## config.mk

```make
export PLATFORM = sky130hd
export DESIGN_NAME = vtm_ctrl
export DESIGN_NICKNAME = d
export VERILOG_FILES = /design/src/core/vtm_pkg.sv /design/src/core/vtm_cmd_check.sv /design/src/core/vtm_ctrl.sv /design/src/core/vtm_delay.sv
export SDC_FILE = /design/constraint.sdc
export NUM_CORES = 1
export LEC_CHECK = 0
export BUFFER_PORTS_ARGS = -buffer_cell sky130_fd_sc_hd__clkbuf_2
export CAP_MARGIN = 0
export CORE_MARGIN = 5
export CORE_UTILIZATION = 40
export CTS_BUF_LIST = sky130_fd_sc_hd__clkbuf_16
export CTS_CLUSTER_SIZE = 8
export DETAILED_ROUTE_END_ITERATION = 16
export GPL_TIMING_DRIVEN = 0
export PLACE_DENSITY = 0.72
export SLEW_MARGIN = 20
export SYNTH_ARGS = -nofsm -noshare
export SYNTH_HDL_FRONTEND = slang
export SYNTH_SLANG_ARGS = --single-unit
```

## constraint.sdc

```tcl
create_clock -name i_clk -period 2.27 [get_ports i_clk]
set_input_delay 0.227 -clock i_clk [delete_from_list [all_inputs] [get_ports i_clk]]
set_output_delay 0.227 -clock i_clk [all_outputs]
set_load 0.01 [all_outputs]
```

## src/core/vtm_pkg.sv

```systemverilog
// Package: constants and carriers for the DQ reference training controller
package vtm_pkg;
  // Training control register bit positions (device side)
  localparam int VTM_TC_EN_BIT = 7;
  localparam int VTM_TC_RANGE_BIT = 6;
  localparam int VTM_TC_VAL_W = 6;
  localparam logic [7:0] VTM_TC_EXIT_WORD = 8'h00;
  localparam logic [1:0] VTM_TC_MODE_BIT_SET_R1 = 2'h2;
  localparam logic [1:0] VTM_TC_MODE_BIT_SET_R2 = 2'h3;
  localparam logic [2:0] VTM_TC_REG_SEL = 3'h6;

  // Timing
  localparam int VTM_CLK_PERIOD_PS = 40000;
  localparam int VTM_ENTRY_DELAY_NS = 150;
  localparam int VTM_EXIT_DELAY_NS = 150;
  localparam int VTM_SETTLE_NS = 150;
  localparam int VTM_ENTRY_CYC = (VTM_ENTRY_DELAY_NS * 1000 + VTM_CLK_PERIOD_PS - 1)
    / VTM_CLK_PERIOD_PS;
  localparam int VTM_EXIT_CYC = (VTM_EXIT_DELAY_NS * 1000 + VTM_CLK_PERIOD_PS - 1)
    / VTM_CLK_PERIOD_PS;
  localparam int VTM_SETTLE_CYC = (VTM_SETTLE_NS * 1000 + VTM_CLK_PERIOD_PS - 1)
    / VTM_CLK_PERIOD_PS;
  localparam int VTM_CNT_W = 8;

  // Software register offsets (controller's own)
  localparam logic [3:0] VTM_REG_CTRL = 4'h0;
  localparam logic [3:0] VTM_REG_CMD = 4'h1;
  localparam logic [3:0] VTM_REG_STATUS = 4'h2;
  localparam logic [3:0] VTM_REG_LAST = 4'h3;
  // CTRL fields
  localparam int VTM_CTRL_PDA_BIT = 0;
  localparam int VTM_CTRL_ZQ_BIT = 1;
  // CMD opcodes (write data [10:8]), value in [5:0], range in [6]
  localparam logic [2:0] VTM_OP_ENTER = 3'h1;
  localparam logic [2:0] VTM_OP_SET = 3'h2;
  localparam logic [2:0] VTM_OP_EXIT = 3'h3;
  localparam logic [2:0] VTM_OP_ACT = 3'h4;
  localparam logic [2:0] VTM_OP_WR = 3'h5;
  localparam logic [2:0] VTM_OP_RD = 3'h6;
  localparam logic [2:0] VTM_OP_PRE = 3'h7;

  // Memory command codes on the command pins
  typedef enum logic [3:0] {
    VTM_C_DES = 4'h0,
    VTM_C_MRS = 4'h1,
    VTM_C_ACT = 4'h2,
    VTM_C_WR = 4'h3,
    VTM_C_WRA = 4'h4,
    VTM_C_RD = 4'h5,
    VTM_C_RDA = 4'h6,
    VTM_C_PRE = 4'h7
  } vtm_cmd_t;

  typedef struct packed {
    vtm_cmd_t cmd;
    logic [2:0] mr_sel;
    logic [7:0] addr;
  } vtm_pin_cmd_t;

  typedef struct packed {
    logic [2:0] op;
    logic range;
    logic [5:0] value;
    logic auto_pre;
  } vtm_req_t;
endpackage

```

## src/core/vtm_cmd_check.sv

```systemverilog
// Legality check of a requested command against training state
`timescale 1ns/1ps
`default_nettype none
module vtm_cmd_check (
  input wire vtm_pkg::vtm_req_t i_req,
  input wire logic i_training,
  input wire logic i_pda,
  input wire logic i_banks_idle,
  output logic o_legal
);
  import vtm_pkg::*;

  always_comb begin
    o_legal = 1'b0;
    unique case (i_req.op)
      VTM_OP_ENTER: o_legal = !i_training;
      VTM_OP_SET: o_legal = i_training;
      VTM_OP_EXIT: o_legal = i_training && i_banks_idle;
      VTM_OP_ACT, VTM_OP_WR, VTM_OP_RD, VTM_OP_PRE: o_legal = !(i_training && i_pda);
      default: o_legal = 1'b0;
    endcase
  end
endmodule
`default_nettype wire

```

## src/core/vtm_ctrl.sv

```systemverilog
// Host controller sequencing reference training over the memory command pins
//
// Notes on behaviour
// - enter by writing enable bit 1; exit by writing it 0.
// - range bit selects one of two ranges, sent with entry.
// - entry value is don't-care; following setting command carries the value.
// - wait 150 ns after entry before any training-legal command.
// - only array, deselect and training register commands during training.
// - with per-device addressing, only setting and exit commands.
// - exit only while all banks are closed.
// - only deselects for 150 ns after exit.
// - allow settling time after last value change before exit.
// - range 1 uses mode and range bits 10 throughout.
// - range 2 uses mode and range bits 11 throughout.
// - clock enable held high throughout calibration.
// - termination control held low during calibration.
// - other devices on data bus stay quiet during calibration.
`timescale 1ns/1ps
`default_nettype none
module vtm_ctrl #(
  parameter int ENTRY_CYC = vtm_pkg::VTM_ENTRY_CYC,
  parameter int EXIT_CYC = vtm_pkg::VTM_EXIT_CYC,
  parameter int SETTLE_CYC = vtm_pkg::VTM_SETTLE_CYC
) (
  input wire logic i_clk,
  input wire logic i_srst,
  input wire logic [3:0] i_addr,
  input wire logic [31:0] i_wdata,
  input wire logic i_wr,
  input wire logic i_rd,
  output logic [31:0] o_rdata,
  output vtm_pkg::vtm_pin_cmd_t o_pin_cmd,
  output logic o_cke,
  output logic o_odt,
  output logic o_dq_lb0,
  output logic o_dq_lb0_oe,
  output logic o_zq_quiet
);
  import vtm_pkg::*;

  // ==================================================================
  // Sequencer states
  typedef enum logic [2:0] {
    ST_IDLE = 3'h0,
    ST_ENTRY_WAIT = 3'h1,
    ST_TRAIN = 3'h2,
    ST_SETTLE = 3'h3,
    ST_EXIT_WAIT = 3'h4
  } vtm_state_t;

  vtm_state_t state_r;
  vtm_state_t state_nxt;
  logic pda_r;
  logic pda_nxt;
  logic zq_r;
  logic zq_nxt;
  logic range_r;
  logic range_nxt;
  logic [5:0] last_val_r;
  logic [5:0] last_val_nxt;
  logic [3:0] open_banks_r;
  logic [3:0] open_banks_nxt;
  logic refused_r;
  logic refused_nxt;
  logic exit_pend_r;
  logic exit_pend_nxt;
  vtm_pin_cmd_t pin_r;
  vtm_pin_cmd_t pin_nxt;
  logic lb0_oe_r;
  logic lb0_oe_nxt;
  logic [31:0] rdata_r;
  logic [31:0] rdata_nxt;

  vtm_req_t req;
  logic legal;
  logic training;
  logic busy;
  logic load;
  logic [VTM_CNT_W-1:0] load_val;
  logic cmd_wr;

  // ==================================================================
  // Request decode
  assign cmd_wr = i_wr && (i_addr == VTM_REG_CMD);
  assign req.op = i_wdata[10:8];
  assign req.range = i_wdata[6];
  assign req.value = i_wdata[5:0];
  assign req.auto_pre = i_wdata[11];
  assign training = (state_r != ST_IDLE) && (state_r != ST_EXIT_WAIT);

  vtm_cmd_check u_check (
    .i_req(req),
    .i_training(training),
    .i_pda(pda_r),
    .i_banks_idle(open_banks_r == 4'h0),
    .o_legal(legal)
  );

  vtm_delay #(
    .W(VTM_CNT_W)
  ) u_delay (
    .i_clk(i_clk),
    .i_srst(i_srst),
    .i_load(load),
    .i_count(load_val),
    .o_busy(busy)
  );

  function automatic logic [7:0] tc_word(input logic en, input logic rng,
                                         input logic [5:0] val);
    tc_word = {en, rng, val};
  endfunction

  // ==================================================================
  // Next state
  always_comb begin
    state_nxt = state_r;
    pda_nxt = pda_r;
    zq_nxt = zq_r;
    range_nxt = range_r;
    last_val_nxt = last_val_r;
    open_banks_nxt = open_banks_r;
    refused_nxt = refused_r;
    exit_pend_nxt = exit_pend_r;
    pin_nxt = '{cmd: VTM_C_DES, mr_sel: 3'h0, addr: 8'h00};
    lb0_oe_nxt = 1'b0;
    load = 1'b0;
    load_val = '0;
    rdata_nxt = 32'h0;

    if (i_rd) begin
      unique case (i_addr)
        VTM_REG_CTRL: rdata_nxt = {30'h0, zq_r, pda_r};
        VTM_REG_STATUS: rdata_nxt = {24'h0, open_banks_r, refused_r, busy, training,
                                     exit_pend_r};
        VTM_REG_LAST: rdata_nxt = {25'h0, range_r, last_val_r};
        default: rdata_nxt = 32'h0;
      endcase
    end
    if (i_wr && (i_addr == VTM_REG_CTRL)) begin
      pda_nxt = i_wdata[VTM_CTRL_PDA_BIT];
      zq_nxt = i_wdata[VTM_CTRL_ZQ_BIT];
    end
    if (i_wr && (i_addr == VTM_REG_STATUS) && i_wdata[3]) begin
      refused_nxt = 1'b0;
    end

    unique case (state_r)
      ST_ENTRY_WAIT: begin
        // hold off until entry delay done
        if (!busy) begin
          state_nxt = ST_TRAIN;
        end
      end
      ST_SETTLE: begin
        if (!busy && exit_pend_r) begin
          // range and value bits sent as zero
          pin_nxt = '{cmd: VTM_C_MRS, mr_sel: VTM_TC_REG_SEL, addr: VTM_TC_EXIT_WORD};
          lb0_oe_nxt = pda_r;
          exit_pend_nxt = 1'b0;
          load = 1'b1;
          load_val = VTM_CNT_W'(EXIT_CYC);
          state_nxt = ST_EXIT_WAIT;
        end else if (!busy) begin
          state_nxt = ST_TRAIN;
        end
      end
      ST_EXIT_WAIT: begin
        // deselects only until exit delay done
        if (!busy) begin
          state_nxt = ST_IDLE;
        end
      end
      default: begin
      end
    endcase

    // Requests only in idle or training; else refused
    if (cmd_wr && (busy || zq_r || !((state_r == ST_IDLE) || (state_r == ST_TRAIN))
        || !legal)) begin
      refused_nxt = 1'b1;
    end else if (cmd_wr) begin
      unique case (req.op)
        VTM_OP_ENTER: begin
          // range 1 sends mode bits 10
          // range 2 sends mode bits 11
          range_nxt = req.range;
          pin_nxt = '{cmd: VTM_C_MRS, mr_sel: VTM_TC_REG_SEL,
                      addr: tc_word(1'b1, req.range, 6'h00)};
          lb0_oe_nxt = pda_r;
          load = 1'b1;
          load_val = VTM_CNT_W'(ENTRY_CYC);
          state_nxt = ST_ENTRY_WAIT;
        end
        VTM_OP_SET: begin
          last_val_nxt = req.value;
          pin_nxt = '{cmd: VTM_C_MRS, mr_sel: VTM_TC_REG_SEL,
                      addr: tc_word(1'b1, range_r, req.value)};
          lb0_oe_nxt = pda_r;
          load = 1'b1;
          load_val = VTM_CNT_W'(SETTLE_CYC);
          state_nxt = ST_SETTLE;
        end
        VTM_OP_EXIT: begin
          exit_pend_nxt = 1'b1;
          state_nxt = ST_SETTLE;
        end
        VTM_OP_ACT: begin
          pin_nxt = '{cmd: VTM_C_ACT, mr_sel: 3'h0, addr: {6'h00, req.value[1:0]}};
          open_banks_nxt = open_banks_r | (4'h1 << req.value[1:0]);
        end
        VTM_OP_WR, VTM_OP_RD: begin
          pin_nxt.cmd = (req.op == VTM_OP_WR) ? (req.auto_pre ? VTM_C_WRA : VTM_C_WR)
                                               : (req.auto_pre ? VTM_C_RDA : VTM_C_RD);
          pin_nxt.addr = {6'h00, req.value[1:0]};
          if (req.auto_pre) begin
            open_banks_nxt = open_banks_r & ~(4'h1 << req.value[1:0]);
          end
        end
        VTM_OP_PRE: begin
          pin_nxt = '{cmd: VTM_C_PRE, mr_sel: 3'h0, addr: {6'h00, req.value[1:0]}};
          open_banks_nxt = open_banks_r & ~(4'h1 << req.value[1:0]);
        end
        default: begin
        end
      endcase
    end
  end

  // ==================================================================
  // Registers
  always_ff @(posedge i_clk) begin
    if (i_srst) begin
      state_r <= ST_IDLE;
      pda_r <= 1'b0;
      zq_r <= 1'b0;
      range_r <= 1'b0;
      last_val_r <= 6'h00;
      open_banks_r <= 4'h0;
      refused_r <= 1'b0;
      exit_pend_r <= 1'b0;
      pin_r <= '{cmd: VTM_C_DES, mr_sel: 3'h0, addr: 8'h00};
      lb0_oe_r <= 1'b0;
      rdata_r <= 32'h0;
    end else begin
      state_r <= state_nxt;
      pda_r <= pda_nxt;
      zq_r <= zq_nxt;
      range_r <= range_nxt;
      last_val_r <= last_val_nxt;
      open_banks_r <= open_banks_nxt;
      refused_r <= refused_nxt;
      exit_pend_r <= exit_pend_nxt;
      pin_r <= pin_nxt;
      lb0_oe_r <= lb0_oe_nxt;
      rdata_r <= rdata_nxt;
    end
  end

  assign o_rdata = rdata_r;
  assign o_pin_cmd = pin_r;
  assign o_cke = 1'b1;
  assign o_odt = 1'b0;
  assign o_dq_lb0 = 1'b0;
  assign o_dq_lb0_oe = lb0_oe_r;
  assign o_zq_quiet = zq_r;
endmodule
`default_nettype wire

```

## src/core/vtm_delay.sv

```systemverilog
// Down counter for quiet intervals
`timescale 1ns/1ps
`default_nettype none
module vtm_delay #(
  parameter int W = 8
) (
  input wire logic i_clk,
  input wire logic i_srst,
  input wire logic i_load,
  input wire logic [W-1:0] i_count,
  output logic o_busy
);
  import vtm_pkg::*;
  logic [W-1:0] cnt_r;
  logic [W-1:0] cnt_nxt;

  always_comb begin
    cnt_nxt = cnt_r;
    if (i_load) begin
      cnt_nxt = i_count;
    end else if (cnt_r != '0) begin
      cnt_nxt = cnt_r - 1'b1;
    end
  end

  always_ff @(posedge i_clk) begin
    if (i_srst) begin
      cnt_r <= '0;
    end else begin
      cnt_r <= cnt_nxt;
    end
  end

  assign o_busy = (cnt_r != '0);
endmodule
`default_nettype wire

```

======== After elaboration in Yosys (flattened, before gate mapping) ========
Index checks and enable logic that the tools add are counted.
storage, ports and cells
  flip-flop bits (word level) ............. 74
  input port bits ......................... 40
  output and inout bits ................... 52
  logic and storage cells ................. 117
operators by class
  add/sub/neg operators ................... 1
  eq/ne operators ......................... 16
  shifts and indexed selects .............. 1
  multiplexer cells ....................... 45
  bitwise logic cells ..................... 5
  reductions and logical operators ........ 35
operators by type and width
  cell                                               count
  case mux 8 bit (3 select lines)                    2
  2-to-1 mux 8 bit                                   5
  2-to-1 mux 15 bit                                  2
  2-to-1 mux 3 bit                                   9
  2-to-1 mux 12 bit                                  2
  2-to-1 mux 1 bit                                   17
  case mux 4 bit (4 select lines)                    1
  == test 3 bit (second input constant)              5
  == test 3 x 2 -> 1 bit (second input constant)     4
  case mux 3 bit (2 select lines)                    2
  case mux 4 bit (3 select lines)                    1
  OR reduction 2 bit                                 5
  logical AND 1 bit                                  9
  case mux 3 bit (3 select lines)                    1
  == test 4 x 2 -> 1 bit (second input constant)     2
  logical NOT 4 bit                                  2
  nonzero test 8 bit                                 1
  subtractor 8 x 1 -> 8 bit (second input constant)  1
  == test 3 x 1 -> 1 bit (second input constant)     2
  AND reduction 3 bit                                2
  nonzero test 3 bit                                 2
  logical NOT 1 bit                                  5
  bitwise AND 4 bit                                  1
  == test 4 x 1 -> 1 bit (second input constant)     1
  other kinds (14)                                   19

======== Logic depth before layout (Yosys ltp) ========
  word-level depth ........................ 10
  depth in mapped cells ................... 8
  mapped depth without buffers ............ 7

======== By module ========
From an unflattened synthesis, not the netlist that was laid out.
unflattened totals
  cell total of the unflattened synthesis .. 269
  area total of the unflattened synthesis .. 2438.6 um^2
by module, submodules not included
  module         instances  cells an instance  area each (um^2)  seq. area each (um^2)
  vtm_ctrl       1          209                1926.8            780.7
  vtm_delay      1          54                 479.2             160.2
  vtm_cmd_check  1          6                  32.5              0.0

======== Worst setup path after synthesis ========
No wires, ideal clock.
  kind .................................... reg-to-reg
  start ................................... register u_delay.cnt_r[0]
  end ..................................... register u_delay.cnt_r[5]
  library setup time ...................... 0.128 ns
  data arrival time ....................... 1.755 ns
  data required time ...................... 2.142 ns
  slack ................................... 0.388 ns
  stages on the path, launching flop included .. 8
  buffers on the path ..................... 0
  clock period less this slack ............ 1.882 ns
  path through ............................ dfxtp_1 inv_1 ha_1 nor3b_2 a2111oi_0 nand2_1 xor2_1 nor2_1
on the way
  word-level cells in the longest chain between the ends .. 9
  elaborated cells on any way between the ends .. 17
  those cells by class .................... add/sub (1); mux (8); reduce/logical (8)
RTL lines
  what                                                           line                              source
  start, declared                                                vtm_delay.sv:14                   logic [W-1:0] cnt_r;
  start signal, assigned                                         vtm_delay.sv:30                   cnt_r <= cnt_nxt;
  nonzero test 8 bit                                             vtm_delay.sv:21, vtm_delay.sv:34
  logical NOT 1 bit                                              n/a
  logical AND 1 bit                                              vtm_ctrl.sv:156                   if (!busy && exit_pend_r) begin
  2-to-1 mux 1 bit                                               vtm_ctrl.sv:156
  2-to-1 mux 1 bit                                               vtm_ctrl.sv:148                   unique case (state_r)
  2-to-1 mux 1 bit                                               vtm_ctrl.sv:183                   unique case (req.op)
  2-to-1 mux 1 bit                                               vtm_ctrl.sv:182                   end else if (cmd_wr) begin
  2-to-1 mux 1 bit                                               vtm_ctrl.sv:179                   if (cmd_wr && (busy || zq_r || !((state_r == ST_IDLE) || (state_r == ST_TRAIN))
  2-to-1 mux 8 bit / nonzero test 2 bit (equally long branches)  n/a
Parallel ways exist; a longest one is shown, timed or not. The select of a mux whose other input is x is not followed.
A chain may end at the register's enable or synchronous reset.

======== Worst setup path after layout ========
  start ................................... register state_r[1]
  end ..................................... register u_delay.cnt_r[0]
on the way
  word-level cells in the longest chain between the ends .. 10
  elaborated cells on any way between the ends .. 27
  those cells by class .................... eq/ne (3); mux (10); reduce/logical (14)
RTL lines
  what                                                           line                 source
  start, declared                                                vtm_ctrl.sv:51       vtm_state_t state_r;
  start signal, assigned                                         vtm_ctrl.sv:246      state_r <= state_nxt;
  != test 3 bit / nonzero test 3 bit (equally long branches)     vtm_ctrl.sv:89       assign training = (state_r != ST_IDLE) && (state_r != ST_EXIT_WAIT);
  logical AND 1 bit                                              vtm_ctrl.sv:89
  logical AND 1 bit                                              vtm_cmd_check.sv:19  VTM_OP_ACT, VTM_OP_WR, VTM_OP_RD, VTM_OP_PRE: o_legal = !(i_training && i_pda);
  logical NOT 1 bit                                              vtm_cmd_check.sv:19
  case mux 1 bit (4 select lines)                                vtm_cmd_check.sv:15  unique case (i_req.op)
  logical NOT 1 bit                                              vtm_ctrl.sv:180      || !legal)) begin
  logical OR 1 bit                                               vtm_ctrl.sv:180
  logical AND 1 bit                                              vtm_ctrl.sv:179
  2-to-1 mux 8 bit / 2-to-1 mux 1 bit (equally long branches)    vtm_ctrl.sv:179
  2-to-1 mux 8 bit / nonzero test 2 bit (equally long branches)  n/a
Parallel ways exist; a longest one is shown, timed or not.

==> results.cfg <==
[outcome]
status = finished, final reports clean

[critical_path]
crit_chain = nor2_1 > mux2_2 > o2111a_1 > o21ai_0 > and3_1
startpoint = state_r[1]
critPathRequiredTime_ps = 2500
cpPeakStageDelay_ps = 480
cp_max_fo = 8
rrSetupSlack_ps = 170
worstSetupPathType = flip-flop to flip-flop
endpoint_kind = flip-flop
setup.worst_path.end = u_delay.cnt_r[0]
r2r_start = state_r[1]
cp_slowest_cell = o21ai_0
worstPathArrival_ps = 2330
r2r_end = u_delay.cnt_r[0]
cp-start-kind = flip-flop
reg2reg_depth = 5

[final_layout]
area_delta_synth_final_pct = 24.3
final_cell_mix = 47 x dfxtp_1, 37 x clkbuf_2, 33 x nor2_1
final_common_cell = dfxtp_1
antenna_cells = 0
drive_gt1_share_pct = 26.3
final_nets = 372

[power_and_ir_drop]
seqPwrFrac_pct = 40.5
cellPowerDensity_nw_per_um2 = 813
p_sw_share_pct = 29.5
pwr-share-clk_pct = 35.9
p_leak_uw = 0.00128
combPwrFrac_pct = 23.6
p_total_uw = 2310
vdd_drop_max_mv = 0.406
netSwitchingPower_uw = 680
internal_power_uw = 1630

[synth]
synth-xor-area-share_pct = 1.92
synth_simple_gate_area_share_pct = 24.0
synth_compound_area_share_pct = 10.0
yosysSeqAreaShare_pct = 41.2
syn_inst = 258
ys_ff_latch = 47
synth_top_family_by_area = simple AND/OR/NAND/NOR gates
synth_area_per_cell_sq_um = 8.85
ys_types = 45
synth_area_sq_um = 2280
yosys_warnings = 0
dominantRegCellSynth = dfxtp_1
synth_fa_ha_area_share_pct = 1.10
synth.area.mux_share_pct = 8.83
synth-edff-count = 0
async_flop_share_pct = 0

[placement]
io_buffers = 37
pre_cts_ws_ps = 48.1
dpl.hpwl_um = 3860
place_congestion = 0.885

[sta]
finalSetupTns_ps = 0
fmax_mhz = 477
finalWorstSetupSlack_ps = 172
setup_violations = 0
slew_headroom_pct = 51.4
fin_worst_skew_ps = 4.11
period_needed_ps = 2100
slew_violations = 0
finalHoldViolCount = 0
rsz0062_at_grt = false
tightest_slew_ps = 727
fin_crit_sh_pct = 92.4

[floorplanning]
die-area_sq_um = 7320
core_sq_um = 5540
die_h_um = 85.5
start_util_pct = 41.2
dieWidth_um = 85.5
rows = 27
io_pins = 92

[global_route]
grt_max_degree = 16
globalRouteOverflowTotal = 0
grt_pass1_wl_um = 8510
grt_antenna_before_repair = 0
grt_usage_pct = 14.7
grt_pass1_vias = 1890

[drt]
avgViaCountPerCell = 4.73
vias = 1905
drcViolationCount = 0
wl_um = 5030
first_iter_violations = 95
ant_nets = 0
wl_per_cell_um = 12.5
drt-pass1-iter-count = 4

[clock_tree]
htree_levels = 2
ctsHoldBuffers = 0
cts.path.max_buffers = 2
cts_tree = yes
cts_buffers = 5
root_buffer = clkbuf_16
clock_sinks = 47
clkTransAtPathRegs_ps = 60
clock_latency_ps = 290

[min_path]
min_path_type = input port to flip-flop

[flow_run]
cap_viol_max_count = 0
[routing by layer]
layer / part of all wire [%] / global-route usage, % / routed length [um]
met5: 0 / 0 / 0
met3: 8.4 / 5.00 / 424
met1: 44 / 18.7 / 2230
met2: 46 / 22.9 / 2290
met4: 1.7 / 5.61 / 84
[worst min path at each step]
stage,end,slack (ps),cells after the start,start
2_1_floorplan,o_pin_cmd[0],350,1,i_wdata[0]
3_3_place_gp,refused_r,460,2,refused_r
3_5_place_dp,refused_r,470,2,refused_r
4_1_cts,o_pin_cmd[4],180,2,i_wdata[4]
5_1_grt,o_pin_cmd[4],200,2,i_wdata[4]
6_report,o_pin_cmd[4],180,2,i_wdata[4]
[layout make-up]
| type | instances | area (sq um) |
|---|---|---|
| plain buffers | 40 | 269 |
| clock buffers | 5 | 125 |
| clock inverters | 3 | 43.8 |
| fillers | 533 | 2700 |
| inverters | 5 | 18.8 |
| multi-input cells | 193 | 1160 |
| flip-flops and latches | 47 | 941 |
| well taps | 72 | 90.1 |
| repair buffers | 38 | 193 |
[power by group through the flow]
stage	Clock (uW)	Sequential, uW	Combinational [uW]
2_1_floorplan	0	939	431
5_1_grt	882	941	623
3_5_place_dp	0	950	536
6_report	829	934	543
4_1_cts	845	933	541
3_3_place_gp	0	945	517
[per-stage QoR]
step	utilization (%)	std cells	hold WS, ps	area [sq um]
3_5_place_dp	48.0	394	467	2660
5_1_grt	51.2	403	198	2840
2_1_floorplan	-	285	349	2380
6_report	51.2	403	182	2840
3_3_place_gp	48.0	394	460	2660
4_1_cts	51.0	402	182	2830
[logic make-up after synthesis]
| kind of cell | count (synthesis) |
|---|---|
| simple gates | 102 |
| flops | 47 |
| buf+inv | 45 |
| compound gates | 35 |
| mux | 20 |
| xor+xnor | 5 |
| fa+ha+maj | 2 |
| other cells | 2 |
[sequential cells by signal, indices dropped and copies added, names as in the netlist, named ones only]
signal,flops
u_delay.cnt_r,8
range_r,1
o_zq_quiet,1
pda_r,1
o_dq_lb0_oe,1
o_pin_cmd,12
state_r,3
o_rdata,8
refused_r,1
exit_pend_r,1
last_val_r,6
[cells in the mapped netlist, types with 2 or more instances]
cell type,instances,area (sq um)
a21oi_1,14,70.1
a31oi_1,2,12.5
and2_1,3,18.8
and2b_1,2,15.0
and3_1,9,56.3
buf_2,2,10.0
buf_4,31,233
clkbuf_1,7,26.3
conb_1,2,7.51
dfxtp_1,47,941
ha_1,2,25.0
inv_1,5,18.8
mux2i_1,19,190
nand2_1,21,78.8
nand2b_1,3,18.8
nand3_1,6,30.0
nand4_1,3,18.8
nor2_1,33,124
nor3_1,5,25.0
nor3b_1,3,22.5
nor4_1,3,18.8
o21ai_0,10,50.1
xnor2_1,3,26.3
xor2_1,2,17.5
[critical path: cells and delay by family, from the launching register on]
family | cells | cell delay [ps]
AND/OR/NAND/NOR | 2 | 540
flip-flops | 1 | 370
multiplexers | 1 | 400
AO/OA/AOI/OAI | 2 | 720
[repair_timing]
action	CTS	global route
setup endpoints to repair	0	8
setup buffers	0	1
resized for setup	0	1
Power figures use the tool's default switching activity.
